--- src/include/acc_consts.svh ---
// Constants for the comparator control block: offsets, bit positions, resets.
// Assumes inclusion by bare name from design and bench files.
`ifndef ACC_CONSTS_SVH
`define ACC_CONSTS_SVH

// Register byte offsets on the AXI4-Lite slave
`define ACC_OFF_SFIO 8'h00
`define ACC_OFF_CSR 8'h04
`define ACC_OFF_CONV 8'h08
`define ACC_OFF_IRQ_STAT 8'h0c
`define ACC_OFF_IRQ_MASK 8'h10
`define ACC_OFF_GLOBAL 8'h14

// Special function register fields
`define ACC_SFIO_TRIG_LSB 5
`define ACC_SFIO_UNUSED 4
`define ACC_SFIO_MUX_EN 3
`define ACC_SFIO_PULLUP_OFF 2
`define ACC_SFIO_PRESC_RST_T2 1
`define ACC_SFIO_PRESC_RST_T01 0
`define ACC_SFIO_RESET 8'h00
`define ACC_SFIO_WMASK 8'hef

// Control and status register fields
`define ACC_CSR_DISABLE 7
`define ACC_CSR_BANDGAP 6
`define ACC_CSR_OUT 5
`define ACC_CSR_FLAG 4
`define ACC_CSR_IRQ_EN 3
`define ACC_CSR_CAPTURE 2
`define ACC_CSR_MODE_HI 1
`define ACC_CSR_MODE_LO 0
`define ACC_CSR_RESET 8'h00

// Converter control: bit 7 enable, bits 2..0 channel select
`define ACC_CONV_EN 7
`define ACC_CONV_RESET 8'h00

`endif

--- src/include/acc_pkg.sv ---
// Types shared by the comparator control block.
// Assumes no other package.
package acc_pkg;
    typedef enum logic [1:0] {
        ACC_MODE_TOGGLE = 2'h0,
        ACC_MODE_RSVD = 2'h1,
        ACC_MODE_FALL = 2'h2,
        ACC_MODE_RISE = 2'h3
    } acc_mode_e;
    typedef logic [2:0] acc_chan_t;
endpackage

--- src/logic/acc_sync.sv ---
// Two flip-flop synchroniser for the asynchronous comparator output.
// Assumes aclk domain and a synchronous active low reset.
`timescale 1ns/1ps
module acc_sync (
    // Clock, reset, enable
    input wire logic aclk,
    input wire logic aresetn,
    input wire logic ce,
    // Data
    input wire logic d_async,
    output logic q
);
    logic meta_reg;
    logic sync_reg;

    always_ff @(posedge aclk) begin
        if (!aresetn) begin
            meta_reg <= 1'b0;
            sync_reg <= 1'b0;
        end else if (ce) begin
            meta_reg <= d_async;
            sync_reg <= meta_reg;
        end
    end

    assign q = sync_reg;
endmodule

--- src/logic/acc_top.sv ---
// Comparator control: input routing, output sync, edge interrupt, capture route.
// Assumes an AXI4-Lite master on aclk; analog core outputs arrive asynchronously.
`timescale 1ns/1ps
`include "acc_consts.svh"

// Operation
// - Mux enable set and converter off: negative input comes from channel mux
// - Mux enable clear: dedicated negative pin feeds negative input
// - Channel field 000..111 picks analog pin 0..7 while routing is active
// - Disable bit 7 powers comparator down, writable any time
// - Bandgap bit 6 picks reference for positive input, else positive pin
// - Output status bit 5 is synchronised output, one to two cycles late
// - Flag bit 4 sets on the event chosen by mode field
// - Flag clears when its interrupt vector is executed
// - Writing one to flag clears it, zero leaves it
// - Request only while flag, enable bit 3 and global enable set
// - Capture bit 2 set drives comparator output to capture front end
// - Capture bit clear fully disconnects comparator from capture
// - Mode 00 toggle, 01 reserved, 10 falling, 11 rising
// - Output high when positive input exceeds negative input
// - Converter enable bit gates the comparator multiplexer routing
module acc_top (
    // Clock, reset, enable
    input wire logic aclk,
    input wire logic aresetn,
    input wire logic ce,
    // AXI4-Lite write address
    input wire logic [7:0] s_axi_awaddr,
    input wire logic s_axi_awvalid,
    output logic s_axi_awready,
    // AXI4-Lite write data
    input wire logic [31:0] s_axi_wdata,
    input wire logic [3:0] s_axi_wstrb,
    input wire logic s_axi_wvalid,
    output logic s_axi_wready,
    // AXI4-Lite write response
    output logic [1:0] s_axi_bresp,
    output logic s_axi_bvalid,
    input wire logic s_axi_bready,
    // AXI4-Lite read address
    input wire logic [7:0] s_axi_araddr,
    input wire logic s_axi_arvalid,
    output logic s_axi_arready,
    // AXI4-Lite read data
    output logic [31:0] s_axi_rdata,
    output logic [1:0] s_axi_rresp,
    output logic s_axi_rvalid,
    input wire logic s_axi_rready,
    // Analog core
    input wire logic comparator_raw,
    output logic comparator_disable,
    output logic bandgap_select,
    output logic neg_from_mux,
    output logic [2:0] neg_channel,
    // Converter side, timer side, core
    output logic converter_enable,
    output logic capture_input,
    input wire logic vector_ack,
    output logic irq_request,
    output logic irq
);
    logic [7:0] sfio_reg;
    logic [7:0] csr_reg;
    logic [7:0] conv_reg;
    logic global_en_reg;
    logic [1:0] stat_reg;
    logic [1:0] mask_reg;
    logic out_sync;
    logic out_prev_reg;
    logic event_hit;
    logic aw_held_reg;
    logic w_held_reg;
    logic [7:0] aw_addr_reg;
    logic [31:0] w_data_reg;
    logic [3:0] w_strb_reg;
    logic wr_go;
    logic [7:0] wbyte;
    logic flag_clr;
    logic flag_set;
    logic vec_clr;

    // ****************************************
    // Output synchroniser
    // ****************************************
    acc_sync u_sync (
        .aclk(aclk),
        .aresetn(aresetn),
        .ce(ce),
        .d_async(comparator_raw),
        .q(out_sync)
    );

    // ****************************************
    // AXI4-Lite write path
    // ****************************************
    function automatic logic hit(input logic [7:0] a, input logic [7:0] off);
        hit = (a[7:2] == off[7:2]);
    endfunction

    assign wr_go = aw_held_reg && w_held_reg && !s_axi_bvalid;
    assign wbyte = w_strb_reg[0] ? w_data_reg[7:0] : 8'h00;

    always_ff @(posedge aclk) begin
        if (!aresetn) begin
            aw_held_reg <= 1'b0;
            w_held_reg <= 1'b0;
            aw_addr_reg <= 8'h00;
            w_data_reg <= 32'h0000_0000;
            w_strb_reg <= 4'h0;
            s_axi_awready <= 1'b0;
            s_axi_wready <= 1'b0;
            s_axi_bvalid <= 1'b0;
            s_axi_bresp <= 2'h0;
        end else if (ce) begin
            s_axi_awready <= !aw_held_reg && !s_axi_awready;
            s_axi_wready <= !w_held_reg && !s_axi_wready;
            if (s_axi_awvalid && s_axi_awready) begin
                aw_held_reg <= 1'b1;
                aw_addr_reg <= s_axi_awaddr;
                s_axi_awready <= 1'b0;
            end
            if (s_axi_wvalid && s_axi_wready) begin
                w_held_reg <= 1'b1;
                w_data_reg <= s_axi_wdata;
                w_strb_reg <= s_axi_wstrb;
                s_axi_wready <= 1'b0;
            end
            if (wr_go) begin
                aw_held_reg <= 1'b0;
                w_held_reg <= 1'b0;
                s_axi_bvalid <= 1'b1;
                s_axi_bresp <= (aw_addr_reg > `ACC_OFF_IRQ_MASK + 8'h07) ? 2'h2 : 2'h0;
            end else if (s_axi_bvalid && s_axi_bready) begin
                s_axi_bvalid <= 1'b0;
            end
        end
    end

    // ****************************************
    // Control registers
    // ****************************************
    always_ff @(posedge aclk) begin
        if (!aresetn) begin
            sfio_reg <= `ACC_SFIO_RESET;
            conv_reg <= `ACC_CONV_RESET;
            global_en_reg <= 1'b0;
            mask_reg <= 2'h0;
        end else if (ce && wr_go) begin
            if (hit(aw_addr_reg, `ACC_OFF_SFIO)) begin
                sfio_reg <= wbyte & `ACC_SFIO_WMASK;
            end
            if (hit(aw_addr_reg, `ACC_OFF_CONV)) begin
                conv_reg <= wbyte;
            end
            if (hit(aw_addr_reg, `ACC_OFF_GLOBAL)) begin
                global_en_reg <= wbyte[0];
            end
            if (hit(aw_addr_reg, `ACC_OFF_IRQ_MASK)) begin
                mask_reg <= wbyte[1:0];
            end
        end
    end

    // Flag bit is hardware-owned; write path only touches bits 7..6 and 3..0
    always_ff @(posedge aclk) begin
        if (!aresetn) begin
            csr_reg <= `ACC_CSR_RESET;
        end else if (ce && wr_go && hit(aw_addr_reg, `ACC_OFF_CSR)) begin
            csr_reg[7:6] <= wbyte[7:6];
            csr_reg[3:0] <= wbyte[3:0];
        end
    end

    // ****************************************
    // Event detection and flag
    // ****************************************
    always_ff @(posedge aclk) begin
        if (!aresetn) begin
            out_prev_reg <= 1'b0;
        end else if (ce) begin
            out_prev_reg <= out_sync;
        end
    end

    // Reserved mode never fires; a disable may still look like an edge
    always_comb begin
        unique case (acc_pkg::acc_mode_e'(csr_reg[1:0]))
            acc_pkg::ACC_MODE_TOGGLE: event_hit = out_sync ^ out_prev_reg;
            acc_pkg::ACC_MODE_RSVD: event_hit = 1'b0;
            acc_pkg::ACC_MODE_FALL: event_hit = out_prev_reg && !out_sync;
            acc_pkg::ACC_MODE_RISE: event_hit = !out_prev_reg && out_sync;
        endcase
    end

    assign flag_set = event_hit;
    assign flag_clr = wr_go && hit(aw_addr_reg, `ACC_OFF_CSR) && wbyte[`ACC_CSR_FLAG];
    assign vec_clr = vector_ack && irq_request;

    // Status bit 0 mirrors the flag; set wins over every clear
    always_ff @(posedge aclk) begin
        if (!aresetn) begin
            stat_reg <= 2'h0;
        end else if (ce) begin
            if (flag_set) begin
                stat_reg[0] <= 1'b1;
            end else if (flag_clr || vec_clr ||
                         (wr_go && hit(aw_addr_reg, `ACC_OFF_IRQ_STAT) && wbyte[0])) begin
                stat_reg[0] <= 1'b0;
            end
            if (flag_set && csr_reg[`ACC_CSR_IRQ_EN]) begin
                stat_reg[1] <= 1'b1;
            end else if (wr_go && hit(aw_addr_reg, `ACC_OFF_IRQ_STAT) && wbyte[1]) begin
                stat_reg[1] <= 1'b0;
            end
        end
    end

    // ****************************************
    // Outputs to core, converter and timer
    // ****************************************
    always_ff @(posedge aclk) begin
        if (!aresetn) begin
            comparator_disable <= 1'b0;
            bandgap_select <= 1'b0;
            neg_from_mux <= 1'b0;
            neg_channel <= 3'h0;
            converter_enable <= 1'b0;
            capture_input <= 1'b0;
            irq_request <= 1'b0;
            irq <= 1'b0;
        end else if (ce) begin
            comparator_disable <= csr_reg[`ACC_CSR_DISABLE];
            bandgap_select <= csr_reg[`ACC_CSR_BANDGAP];
            neg_from_mux <= sfio_reg[`ACC_SFIO_MUX_EN] && !conv_reg[`ACC_CONV_EN];
            neg_channel <= acc_pkg::acc_chan_t'(conv_reg[2:0]);
            converter_enable <= conv_reg[`ACC_CONV_EN];
            capture_input <= csr_reg[`ACC_CSR_CAPTURE] && out_sync;
            irq_request <= stat_reg[0] && csr_reg[`ACC_CSR_IRQ_EN] && global_en_reg
                           && !vec_clr;
            irq <= |(stat_reg & mask_reg);
        end
    end

    // ****************************************
    // AXI4-Lite read path
    // ****************************************
    always_ff @(posedge aclk) begin
        if (!aresetn) begin
            s_axi_arready <= 1'b0;
            s_axi_rvalid <= 1'b0;
            s_axi_rdata <= 32'h0000_0000;
            s_axi_rresp <= 2'h0;
        end else if (ce) begin
            s_axi_arready <= !s_axi_rvalid && !s_axi_arready;
            if (s_axi_arvalid && s_axi_arready) begin
                s_axi_arready <= 1'b0;
                s_axi_rvalid <= 1'b1;
                s_axi_rresp <= 2'h0;
                s_axi_rdata <= 32'h0000_0000;
                if (hit(s_axi_araddr, `ACC_OFF_SFIO)) begin
                    s_axi_rdata[7:0] <= sfio_reg;
                end else if (hit(s_axi_araddr, `ACC_OFF_CSR)) begin
                    s_axi_rdata[7:0] <= {csr_reg[7:6], out_sync, stat_reg[0],
                                         csr_reg[3:0]};
                end else if (hit(s_axi_araddr, `ACC_OFF_CONV)) begin
                    s_axi_rdata[7:0] <= conv_reg;
                end else if (hit(s_axi_araddr, `ACC_OFF_IRQ_STAT)) begin
                    s_axi_rdata[1:0] <= stat_reg;
                end else if (hit(s_axi_araddr, `ACC_OFF_IRQ_MASK)) begin
                    s_axi_rdata[1:0] <= mask_reg;
                end else if (hit(s_axi_araddr, `ACC_OFF_GLOBAL)) begin
                    s_axi_rdata[0] <= global_en_reg;
                end else begin
                    s_axi_rresp <= 2'h2;
                end
            end else if (s_axi_rvalid && s_axi_rready) begin
                s_axi_rvalid <= 1'b0;
            end
        end
    end
endmodule

--- config.mk ---
export PLATFORM = sky130hd
export DESIGN_NAME = acc_top
export DESIGN_NICKNAME = d
export VERILOG_FILES = /design/src/include/acc_pkg.sv /design/src/logic/acc_sync.sv /design/src/logic/acc_top.sv
export VERILOG_INCLUDE_DIRS = /design/src /design/src/include
export SDC_FILE = /design/constraint.sdc
export NUM_CORES = 1
export LEC_CHECK = 0
export BUFFER_PORTS_ARGS = -buffer_cell sky130_fd_sc_hd__buf_4
export CORE_MARGIN = 8
export CORE_UTILIZATION = 38
export CTS_CLUSTER_SIZE = 16
export DETAILED_ROUTE_END_ITERATION = 8
export GPL_ROUTABILITY_DRIVEN = 0
export PLACE_DENSITY = 0.76
export SLEW_MARGIN = 20
export SYNTH_ARGS = -nofsm -noshare
export SYNTH_HDL_FRONTEND = slang
export SYNTH_SLANG_ARGS = --single-unit
--- constraint.sdc ---
create_clock -name aclk -period 4.8 [get_ports aclk]
set_clock_uncertainty 0.2 [all_clocks]
set_input_delay 0.24 -clock aclk [delete_from_list [all_inputs] [get_ports aclk]]
set_output_delay 0.24 -clock aclk [all_outputs]
set_load 0.05 [all_outputs]
* Yosys cells after proc, flatten, opt, wreduce, memory -nomap -nowiden *
Index checks and enable logic that the tools add are counted.
Widths: inputs -> output; s select.

word-level totals
  register bits after elaboration = 75
  bits of input ports = 62
  logic and storage cells = 142

operators by class
  magnitude comparators = 1
  equality and inequality tests = 13
  mux-type cells = 32
  bitwise logic cells = 2
  reduce and logical (&&, ||, !) cells = 63

operators with widths
  cell                count
  $reduce_and 2->1    14
  $logic_and 1x1->1   26
  $eq 6x2->1 const B  4
  $eq 6x3->1 const B  4
  $mux 8              3
  $mux 1              18
  $mux 2              9
  $eq 6x1->1 const B  2
  $logic_not 6->1     2
  $reduce_bool 2->1   6
  $logic_not 1->1     11
  $gt 8x5->1 const B  1
  $mux 6              1
  $eq 2x2->1 const B  2
  $pmux 1 s4          1
  $and 2x2->2         1
  $eq 2x1->1 const B  1
  $logic_not 2->1     1
  $logic_or 1x1->1    2
  $reduce_or 2->1     1
  $xor 1x1->1         1

* Depth between registers and ports, before layout *
Gate-level depths: netlist (run 1).

  word-level depth = 8
  gate-level depth with buffers = 6

* Hierarchy *
A second synthesis (run 1) with hierarchy kept.

unflattened totals
  cells, all modules = 370
  area total of the unflattened synthesis = 3,274.4 sq um

modules (own cells, without submodules)
  module    times used  cells each  area an instance (sq um)
  acc_top   1           364         3,201.8
  acc_sync  1           6           72.6

* Worst setup path after synthesis (run 1) *
OpenSTA, ideal clock, no wires.

  kind = register -> register
  from = register s_axi_bvalid
  to = register conv_reg[0]
  data arrival time = 1,549 ps
  setup slack = 2,922 ps
  cell stages (with the launch flop) = 6
  path buffers = 2
  period minus slack after synthesis = 1,878 ps
  cell sequence = dfxtp_1 and4b_1 buf_2 nand3_1 clkbuf_1 o21ai_0

on the way
  longest elaborated chain between the ends = 4

ends and longest elaborated chain
  element                     line            source
  start: declaration          acc_top.sv:38   output logic s_axi_bvalid,
  start signal: assignment    acc_top.sv:112  s_axi_bvalid <= 1'b0;
  start signal: assignment    acc_top.sv:131  s_axi_bvalid <= 1'b1;
  start signal: assignment    acc_top.sv:134  s_axi_bvalid <= 1'b0;
  $logic_not 1->1             acc_top.sv:100  assign wr_go = aw_held_reg && w_held_reg && !s_axi_bvalid;
  $logic_and 1x1->1           acc_top.sv:100
  $logic_and 1x1->1           acc_top.sv:148  end else if (ce && wr_go) begin
  $reduce_and 2->1 (no line)  n/a
  end signal: assignment      acc_top.sv:145  conv_reg <= `ACC_CONV_RESET;
  end signal: assignment      acc_top.sv:153  conv_reg <= wbyte;
  end: declaration            acc_top.sv:64   logic [7:0] conv_reg;

No other way between the ends.
A chain may end at the register's enable or synchronous reset.

* Final worst setup path (run 1) *
  from = register w_held_reg
  to = register sfio_reg[7]

on the way
  longest elaborated chain between the ends = 4

ends and longest elaborated chain
  element                          line            source
  start: declaration               acc_top.sv:72   logic w_held_reg;
  start signal: assignment         acc_top.sv:106  w_held_reg <= 1'b0;
  start signal: assignment         acc_top.sv:123  w_held_reg <= 1'b1;
  start signal: assignment         acc_top.sv:130  w_held_reg <= 1'b0;
  $logic_and 1x1->1 (2 in series)  acc_top.sv:100
  $logic_and 1x1->1                acc_top.sv:148
  $reduce_and 2->1 (no line)       n/a
  end signal: assignment           acc_top.sv:144  sfio_reg <= `ACC_SFIO_RESET;
  end signal: assignment           acc_top.sv:150  sfio_reg <= wbyte & `ACC_SFIO_WMASK;
  end: declaration                 acc_top.sv:62   logic [7:0] sfio_reg;

No other way between the ends.

==> run_results.csv, run 1 <==
group,metric,value,unit
outcome,status,"finished, final reports clean",
logic_synthesis,synthCells,359,
final_layout,nNetsFinal,483,
clocking,cts_buffer_depth,2,
setup_path,endpoint_kind,"register",
final_layout,drive_gt1_frac,0.173,
setup_path,startpoint,"w_held_reg",
detailed_routing,wire_per_inst,13.7,um
detailed_routing,dr.pass1.iters,4,
power,ir_drop,0.187,mV
timing,final-hold-violation-count,0,
floorplanning,dieWidth,108,um
clocking,insertion_delay,0.34,ns
grt,overflow,0,
final_layout,syn_to_final_growth,21.4,%
logic_synthesis,synth_cell_types,42,
placed_design,hpwl,5190,um
detailed_routing,wirelength,7220,um
clocking,root_buffer,"clkbuf_8",
clocking,htreeDepth,3,
grt,antenna_found_initial,0,
logic_synthesis,synth_area,3230,um2
grt,grt_pass1_wl,11900,um
clocking,ctsHoldBuffers,17,
clocking,cts_made_buffers,9,
placed_design,pre_cts_ws,2.58,ns
clocking,cts_setup_buffers,0,
placed_design,port_buffers,55,
setup_path,crit_type,"reg2reg",
timing,period_share,0.414,
logic_synthesis,synth_flop_cell,"dfxtp_1",
run,cap_violations,0,
timing,fmax,504,MHz
timing,max_slew_margin,0.556,
setup_path,cp.arrival,1.99,ns
clocking,path_clk_slew,0.07,ns
setup_path,rr_startpoint,"w_held_reg",
clocking,clock-sinks,71,
floorplanning,core.rowCount,33,
setup_path,cp-start-kind,"register",
setup_path,critical_path_required,4.81,ns
timing,setup_viol,0,
floorplanning,core,8220,um2
floorplanning,io-pin-count,113,
power,p_leak,1.52,nW
timing,finalMaxSlewViolations,0,
logic_synthesis,synthArstFlopShare,0,
grt,grt_usage,0.125,
clocking,tritoncts,"built",
setup_path,worstPathMaxFanout,14,
logic_synthesis,ys_ff_latch,71,
detailed_routing,vias_per_cell,4.88,
timing,tns,0,ns
timing,setup_ws,2.81,ns
final_layout,diodes,0,
detailed_routing,vias,2574,
clocking,cts_resized,0,
detailed_routing,drtIter0Drc,119,
floorplanning,die-area,11700,um2
timing,tightest_slew,0.667,ns
detailed_routing,antenna_left,0,
floorplanning,die_h,108,um
detailed_routing,drc,0,
logic_synthesis,synth-edff-count,0,
final_layout,fillers,803,
grt,first_global_vias,2529,
grt,grt_max_degree,81,
logic_synthesis,yosysWarnings,0,
hold_path,holdCritStartpoint,"s_axi_bready",
logic_synthesis,avgSynthCellArea,8.99,um2
timing,rsz0062_at_grt,"false",
power,powerDensity,313,nW/um2
floorplanning,initial_core_util,0.393,
hold_path,hold_path_class,"in2reg",
logic_synthesis,ys_seq_area_frac,0.440,
timing,final.min_clock_period,1.99,ns
[layout make-up]
cell class	instances	area, um2	area share
clock inverters	5	58.8	0.0150
well taps	105	131	0.0335
multi-input cells	262	1570	0.402
inverters	3	11.3	0.00287
clock buffers	10	138	0.0351
repair buffers	72	583	0.149
flip-flops and latches	71	1420	0.363
[power by group]
| part | leakage, nW | total, mW | internal, mW | switching (mW) |
|---|---|---|---|---|
| Clock | 0.0944 | 0.468 | 0.251 | 0.217 |
| Combinational | 0.848 | 0.149 | 0.0501 | 0.0989 |
| Sequential | 0.574 | 0.608 | 0.599 | 0.00979 |
| Total | 1.52 | 1.23 | 0.900 | 0.326 |
[cell families (layout without fill, tap and decap cells)]
| group | Yosys count | in the layout | synth area share |
|---|---|---|---|
| multiplexers | 22 | 22 | 0.0682 |
| adder cells (fa/ha/maj) | 2 | 2 | 0.00775 |
| other | 1 | 26 | 0.00116 |
| AND/OR/NAND/NOR | 138 | 138 | 0.224 |
| buffers and inverters | 51 | 90 | 0.101 |
| AO/OA/AOI/OAI | 74 | 74 | 0.157 |
| flip-flops | 71 | 71 | 0.440 |
[per-stage QoR]
step,std cells,utilization,instance area [um2],hold WS [ns],power (mW)
after floorplan,384,-,3320,0.185,0.743
after global placement,496,0.432,3550,0.253,0.758
after detailed placement,496,0.432,3550,0.262,0.760
after CTS,528,0.477,3920,0.0267,1.24
after global routing,528,0.477,3920,0.0998,1.28
final,528,0.477,3920,0.0443,1.23
[worst max-delay path, cell delays in order, from the launching register on]
cell and delay [ns]:
dfxtp_1 0.39, and4b_1 0.38, nand4b_1 0.52, nand3_1 0.26
o21ai_0 0.10
[Yosys cell counts (2+ instances only)]
cell	count	area [um2]
a21boi_0	21	158
o21ai_0	27	135
nor2b_1	24	150
nand4_1	3	18.8
clkbuf_1	13	48.8
and3_1	3	18.8
o2bb2ai_1	5	43.8
dfxtp_1	71	1420
a21oi_1	3	15.0
a22oi_1	7	52.6
nor2_1	10	37.5
buf_4	27	203
buf_2	3	15.0
inv_1	3	11.3
nand2b_1	5	31.3
o211a_1	2	20.0
clkbuf_8	3	41.3
nor3b_1	2	15.0
mux2i_1	22	220
nand3_1	40	200
buf_1	2	7.51
ha_1	2	25.0
nand4b_1	4	35.0
nand2_1	39	146
[metal layers]
metal / routed length, um / up-vias / track usage
met3: 535 / 10 / 0.0482
li1: - / 1329 / -
met4: 95 / 0 / 0.0396
met1: 3210 / 1168 / 0.146
met2: 3380 / 67 / 0.206
met5: 0 / - / 0
[placed cells by master (no fill, tap or decap), drive strengths merged, types with 2 or more instances in the layout]
master,Yosys,final
o21ai,27,27
ha,2,2
nand2,39,39
clkbuf,16,10
a21oi,3,3
nor2b,24,24
o2bb2ai,5,5
nand4,3,3
a22oi,7,7
and3,3,3
dfxtp,71,71
inv,3,3
nor3,3,3
a21boi,21,21
buf,32,55
clkinv,0,2
dlygate4sd3,0,17
o211a,2,2
nor3b,2,2
nand3,40,40
mux2i,22,22
nand4b,4,4
nor2,10,10
nand2b,5,5
clkinvlp,0,2
conb,1,26
[worst paths after layout]
path	endpoint	slack (ns)	cells after the start
max	sfio_reg[7]	2.81	4
min	s_axi_bvalid	0.04	4
max reg2reg	sfio_reg[7]	2.81	4
min reg2reg	s_axi_rdata[1]	0.27	2
(Power assumes the default switching activity.)
==> inputs of run 2 (changes only) <==
- PLACE_DENSITY: 0.76 -> 0.78
- clock period: 4.8 -> 1.8 ns (I/O delays scaled with it)
==> run_results.csv, run 2 (synthesis gave the netlist of run 1 again) <==
group,metric,value,unit
final_layout,nNetsFinal,508,
grt,first_global_vias,2628,
clocking,insertion_delay,0.35,ns
setup_path,worstPathMaxFanout,10,
detailed_routing,wirelength,7510,um
hold_path,min_path_cells,4,
setup_path,cp_slowest_cell,"dlygate4sd3_1",
hold_path,hold_path_class,"in2reg",
final_layout,register_area,1430,um2
floorplanning,dieWidth,108,um
detailed_routing,drtIter0Drc,96,
detailed_routing,wire_per_inst,13.6,um
timing,setup_viol,0,
setup_path,critical_path_required,1.83,ns
final_layout,fin_util,0.504,
timing,tns,0,ns
power,p_leak,1.64,nW
grt,antenna_found_initial,0,
grt,grt_max_degree,44,
setup_path,cpPeakStageDelay,0.66,ns
detailed_routing,vias_per_cell,4.84,
clocking,clock-sinks,71,
floorplanning,core.rowCount,33,
clocking,cts_made_buffers,9,
power,ir_drop,0.445,mV
detailed_routing,wl_met1,3360,um
setup_path,crit_type,"in2reg",
setup_path,endpoint_kind,"register",
floorplanning,io-pin-count,113,
setup_path,cp-start-kind,"input pin",
final_layout,final_cell_mix,"dfxtp_1, buf_4, nand3_1, nand2_1, dlygate4sd3_1",
outcome,status,"finished, final reports clean",
setup_path,ff2ff_path_depth,4,
power,p_total,3.29,mW
final_layout,multiInputGateArea,1590,um2
floorplanning,core,8220,um2
detailed_routing,wl_met2,3530,um
setup_path,cp.arrival,1.72,ns
detailed_routing,wl_met3,571,um
power,pwr-share-seq,0.493,
clocking,root_buffer,"clkbuf_8",
timing,rsz0062_at_grt,"false",
detailed_routing,dr.pass1.iters,4,
power,p_clk_frac,0.373,
detailed_routing,drc,0,
final_layout,diodes,0,
final_layout,fillers,801,
timing,final-hold-violation-count,0,
floorplanning,initial_core_util,0.393,
power,power.net_switching,0.887,mW
grt,grt_pass1_wl,12200,um
detailed_routing,antenna_left,0,
placed_design,port_buffers,55,
clocking,path_clk_slew,0.07,ns
final_layout,drive_gt1_frac,0.203,
clocking,cts_buffer_depth,2,
power,combPwrFrac,0.134,
clocking,tritoncts,"built",
grt,grt_usage,0.129,
timing,period_share,0.937,
setup_path,cp_common_cell,"dlygate4sd3_1",
detailed_routing,top_layer_used,"met4",
detailed_routing,vias,2680,
timing,finalMaxSlewViolations,0,
grt,overflow,0,
setup_path,cp_cell_sequence,"buf_4 > dlygate4sd3_1 > mux2i_1 > nor2b_1 > dlygate4sd3_1",
power,sw_frac_of_total,0.270,
run,cap_violations,0,
final_layout,syn_to_final_growth,28.4,%
power,powerDensity,793,nW/um2
floorplanning,die_h,108,um
clocking,htreeDepth,3,
placed_design,hpwl,5350,um
floorplanning,die-area,11700,um2
timing,fmax,593,MHz
power,cellInternalPower,2.40,mW
timing,final.min_clock_period,1.69,ns
## run 2: routing by layer
layer / vias up / global-route usage
li1: 1374 / -
met1: 1223 / 0.155
met2: 78 / 0.209
met3: 5 / 0.0529
met4: 0 / 0.0307
met5: - / 0
## run 2: worst paths after layout
path                  startpoint        endpoint  slack (ns)
setup / recovery              ce   s_axi_awready        0.11
hold / removal     s_axi_awvalid  aw_addr_reg[5]       0.003
setup reg to reg  aw_addr_reg[7]     stat_reg[0]        0.12
hold reg to reg    w_data_reg[7]   w_data_reg[7]        0.28
## run 2: timing repair
action | 4_1_cts | 5_1_grt
hold buffers | 29 | 0
setup buffers | 0 | 1
gates resized for setup | 0 | 5
endpoints found under the hold margin | 34 | 0
setup endpoints to repair | 0 | 6
## run 2: final cells by class
| type | count | area share |
|---|---|---|
| multi-input combinational | 262 | 0.383 |
| sequential | 71 | 0.344 |
| timing repair buffer | 97 | 0.193 |
| clock buffer | 11 | 0.0317 |
| tap | 105 | 0.0317 |
| clock inverter | 5 | 0.0142 |
| inverter | 3 | 0.00272 |
## run 2: critical path, delay by kind of cell
family | cells | cell delay (ns)
buf+inv | 3 | 1.36
mux | 1 | 0.20
simple gates | 1 | 0.06
## run 2: power groups by stage
stage | combinational [mW] | clock, mW | sequential [mW]
after floorplan | 0.293 | 0 | 1.69
after global routing | 0.468 | 1.33 | 1.62
after detailed placement | 0.389 | 0 | 1.66
after CTS | 0.435 | 1.25 | 1.62
final | 0.439 | 1.23 | 1.62
after global placement | 0.385 | 0 | 1.65
## run 2: stage by stage
step | hold WS [ns] | area, um2 | std cells | setup WS [ns]
6_report | 0.00312 | 4140 | 554 | 0.113
5_1_grt | 0.0210 | 4140 | 554 | 0.0324
4_1_cts | 0.00640 | 4120 | 553 | 0.0658
3_5_place_dp | 0.164 | 3640 | 508 | 0.129
3_3_place_gp | 0.156 | 3640 | 508 | 0.161
2_1_floorplan | 0.0349 | 3320 | 384 | 0.0992
==> inputs of run 3 (changes only) <==
- CORE_MARGIN: 8 -> unset
- CORE_UTILIZATION: 38 -> 30
- MAX_ROUTING_LAYER: unset -> met4
- PLACE_DENSITY: 0.78 -> 0.67
==> run_results.csv, run 3 (synthesis gave the netlist of run 1 again) <==
group,metric,value,unit
grt,overflow,0,
hold_path,hold_end,"aw_addr_reg[4]",
clocking,cts_made_buffers,9,
power,ir_drop,0.410,mV
floorplanning,core.rowCount,37,
setup_path,cp.arrival,1.73,ns
grt,grt_max_degree,39,
setup_path,worstPathMaxFanout,2,
outcome,status,"finished, final reports clean",
setup_path,rr_endpoint,"stat_reg[0]",
placed_design,place_inst,539,
setup_path,critical_path_required,1.83,ns
grt,grt_pass1_wl,12200,um
final_layout,final_cell_mix,"dfxtp_1, buf_4, nand3_1, nand2_1, o21ai_0",
floorplanning,dieWidth,106,um
grt,grt_usage,0.142,
clocking,cts_buffer_depth,2,
timing,tns,0,ns
setup_path,cp_slowest_cell,"or4_4",
final_layout,final_common_cell,"dfxtp_1",
timing,rsz0062_at_grt,"false",
setup_path,rr_startpoint,"aw_addr_reg[7]",
final_layout,drive_gt1_frac,0.198,
grt,first_global_vias,2591,
clocking,root_buffer,"clkbuf_8",
floorplanning,initial_core_util,0.311,
timing,final.min_clock_period,1.70,ns
floorplanning,core,10400,um2
power,powerDensity,839,nW/um2
hold_path,holdCritStartpoint,"s_axi_awvalid",
hold_path,min_path_cells,4,
detailed_routing,vias_per_cell,4.54,
clocking,insertion_delay,0.35,ns
detailed_routing,dr.pass1.iters,4,
timing,fmax,589,MHz
run,cap_violations,0,
timing,final-hold-violation-count,0,
detailed_routing,antenna_left,0,
detailed_routing,drtIter0Drc,93,
timing,finalMaxSlewViolations,0,
setup_path,ff2ff_path_depth,4,
detailed_routing,drc,0,
clocking,tritoncts,"built",
setup_path,cp_cell_sequence,"nor3_4 > nand4b_1 > or4_4 > a31o_1",
setup_path,r2r_setup_slack,0.10,ns
final_layout,diodes,0,
setup_path,endpoint_kind,"register",
floorplanning,die-area,11200,um2
floorplanning,io-pin-count,113,
timing,setup_viol,0,
clocking,clock-sinks,71,
final_layout,nNetsFinal,504,
clocking,path_clk_slew,0.07,ns
placed_design,hpwl,5120,um
timing,period_share,0.944,
hold_path,hold_path_class,"in2reg",
detailed_routing,wire_per_inst,12.3,um
setup_path,cpPeakStageDelay,0.50,ns
detailed_routing,vias,2634,
floorplanning,die_h,106,um
clocking,htreeDepth,3,
detailed_routing,wirelength,7110,um
final_layout,syn_to_final_growth,29.9,%
final_layout,final_cell_count_no_fill,580,
setup_path,cp-start-kind,"register",
power,p_leak,1.65,nW
placed_design,port_buffers,55,
grt,antenna_found_initial,0,
setup_path,crit_type,"reg2reg",
[run 3: per-stage QoR]
| stage | utilization | worst slack, ns | total power [mW] | hold WS (ns) | instance area [um2] |
|---|---|---|---|---|---|
| 6_report | 0.404 | 0.102 | 3.52 | 0.0305 | 4190 |
| 3_3_place_gp | 0.355 | 0.147 | 2.04 | 0.155 | 3680 |
| 4_1_cts | 0.400 | 0.00349 | 3.55 | 0.0119 | 4150 |
| 3_5_place_dp | 0.355 | 0.111 | 2.04 | 0.162 | 3680 |
| 5_1_grt | 0.404 | 0.00238 | 3.67 | 0.0431 | 4190 |
| 2_1_floorplan | - | 0.0992 | 1.98 | 0.0349 | 3320 |
[run 3: how the worst max path moves through the flow]
stage | to | slack [ns] | startpoint
after detailed placement | s_axi_rdata[0] | 0.11 | s_axi_araddr[5]
final | stat_reg[0] | 0.10 | aw_addr_reg[7]
after global routing | stat_reg[0] | 0.002 | aw_addr_reg[7]
after CTS | u_sync.meta_reg | 0.003 | ce
after floorplan | conv_reg[0] | 0.1 | s_axi_bvalid
after global placement | stat_reg[0] | 0.15 | aw_addr_reg[7]
[run 3: final cells by class]
cell class	count	area, um2
clock buffers	11	131
clock inverters	4	95.1
fillers	1066	6180
inverters	3	11.3
multi-input cells	262	1580
flip-flops and latches	71	1420
well taps	136	170
repair buffers	93	778
[run 3: what timing repair did]
| item | CTS | global route |
|---|---|---|
| resized for setup | 0 | 7 |
| buffers inserted | 0 | 1 |
| hold endpoints to repair | 33 | 1 |
| endpoints found under the setup margin | 0 | 8 |
| hold buffers | 24 | 1 |
[run 3: worst max-delay path, delay by kind of cell (launching register included)]
kind / cells / cell delay (ns)
AO/OA/AOI/OAI: 1 / 0.21
flip-flops: 1 / 0.34
AND/OR/NAND/NOR: 3 / 0.85
[run 3: power by group]
part	internal (mW)	switching, mW	total [mW]
Clock	0.912	0.552	1.46
Combinational	0.161	0.276	0.436
Sequential	1.60	0.0224	1.62
Total	2.67	0.850	3.52
[run 3: per-layer routing]
metal / vias up / GRT usage / part of all wire
li1: 1366 / - / -
met1: 1186 / 0.177 / 0.48
met2: 71 / 0.221 / 0.46
met3: 11 / 0.0365 / 0.047
met4: 0 / 0.0506 / 0.014
met5: - / - / 0
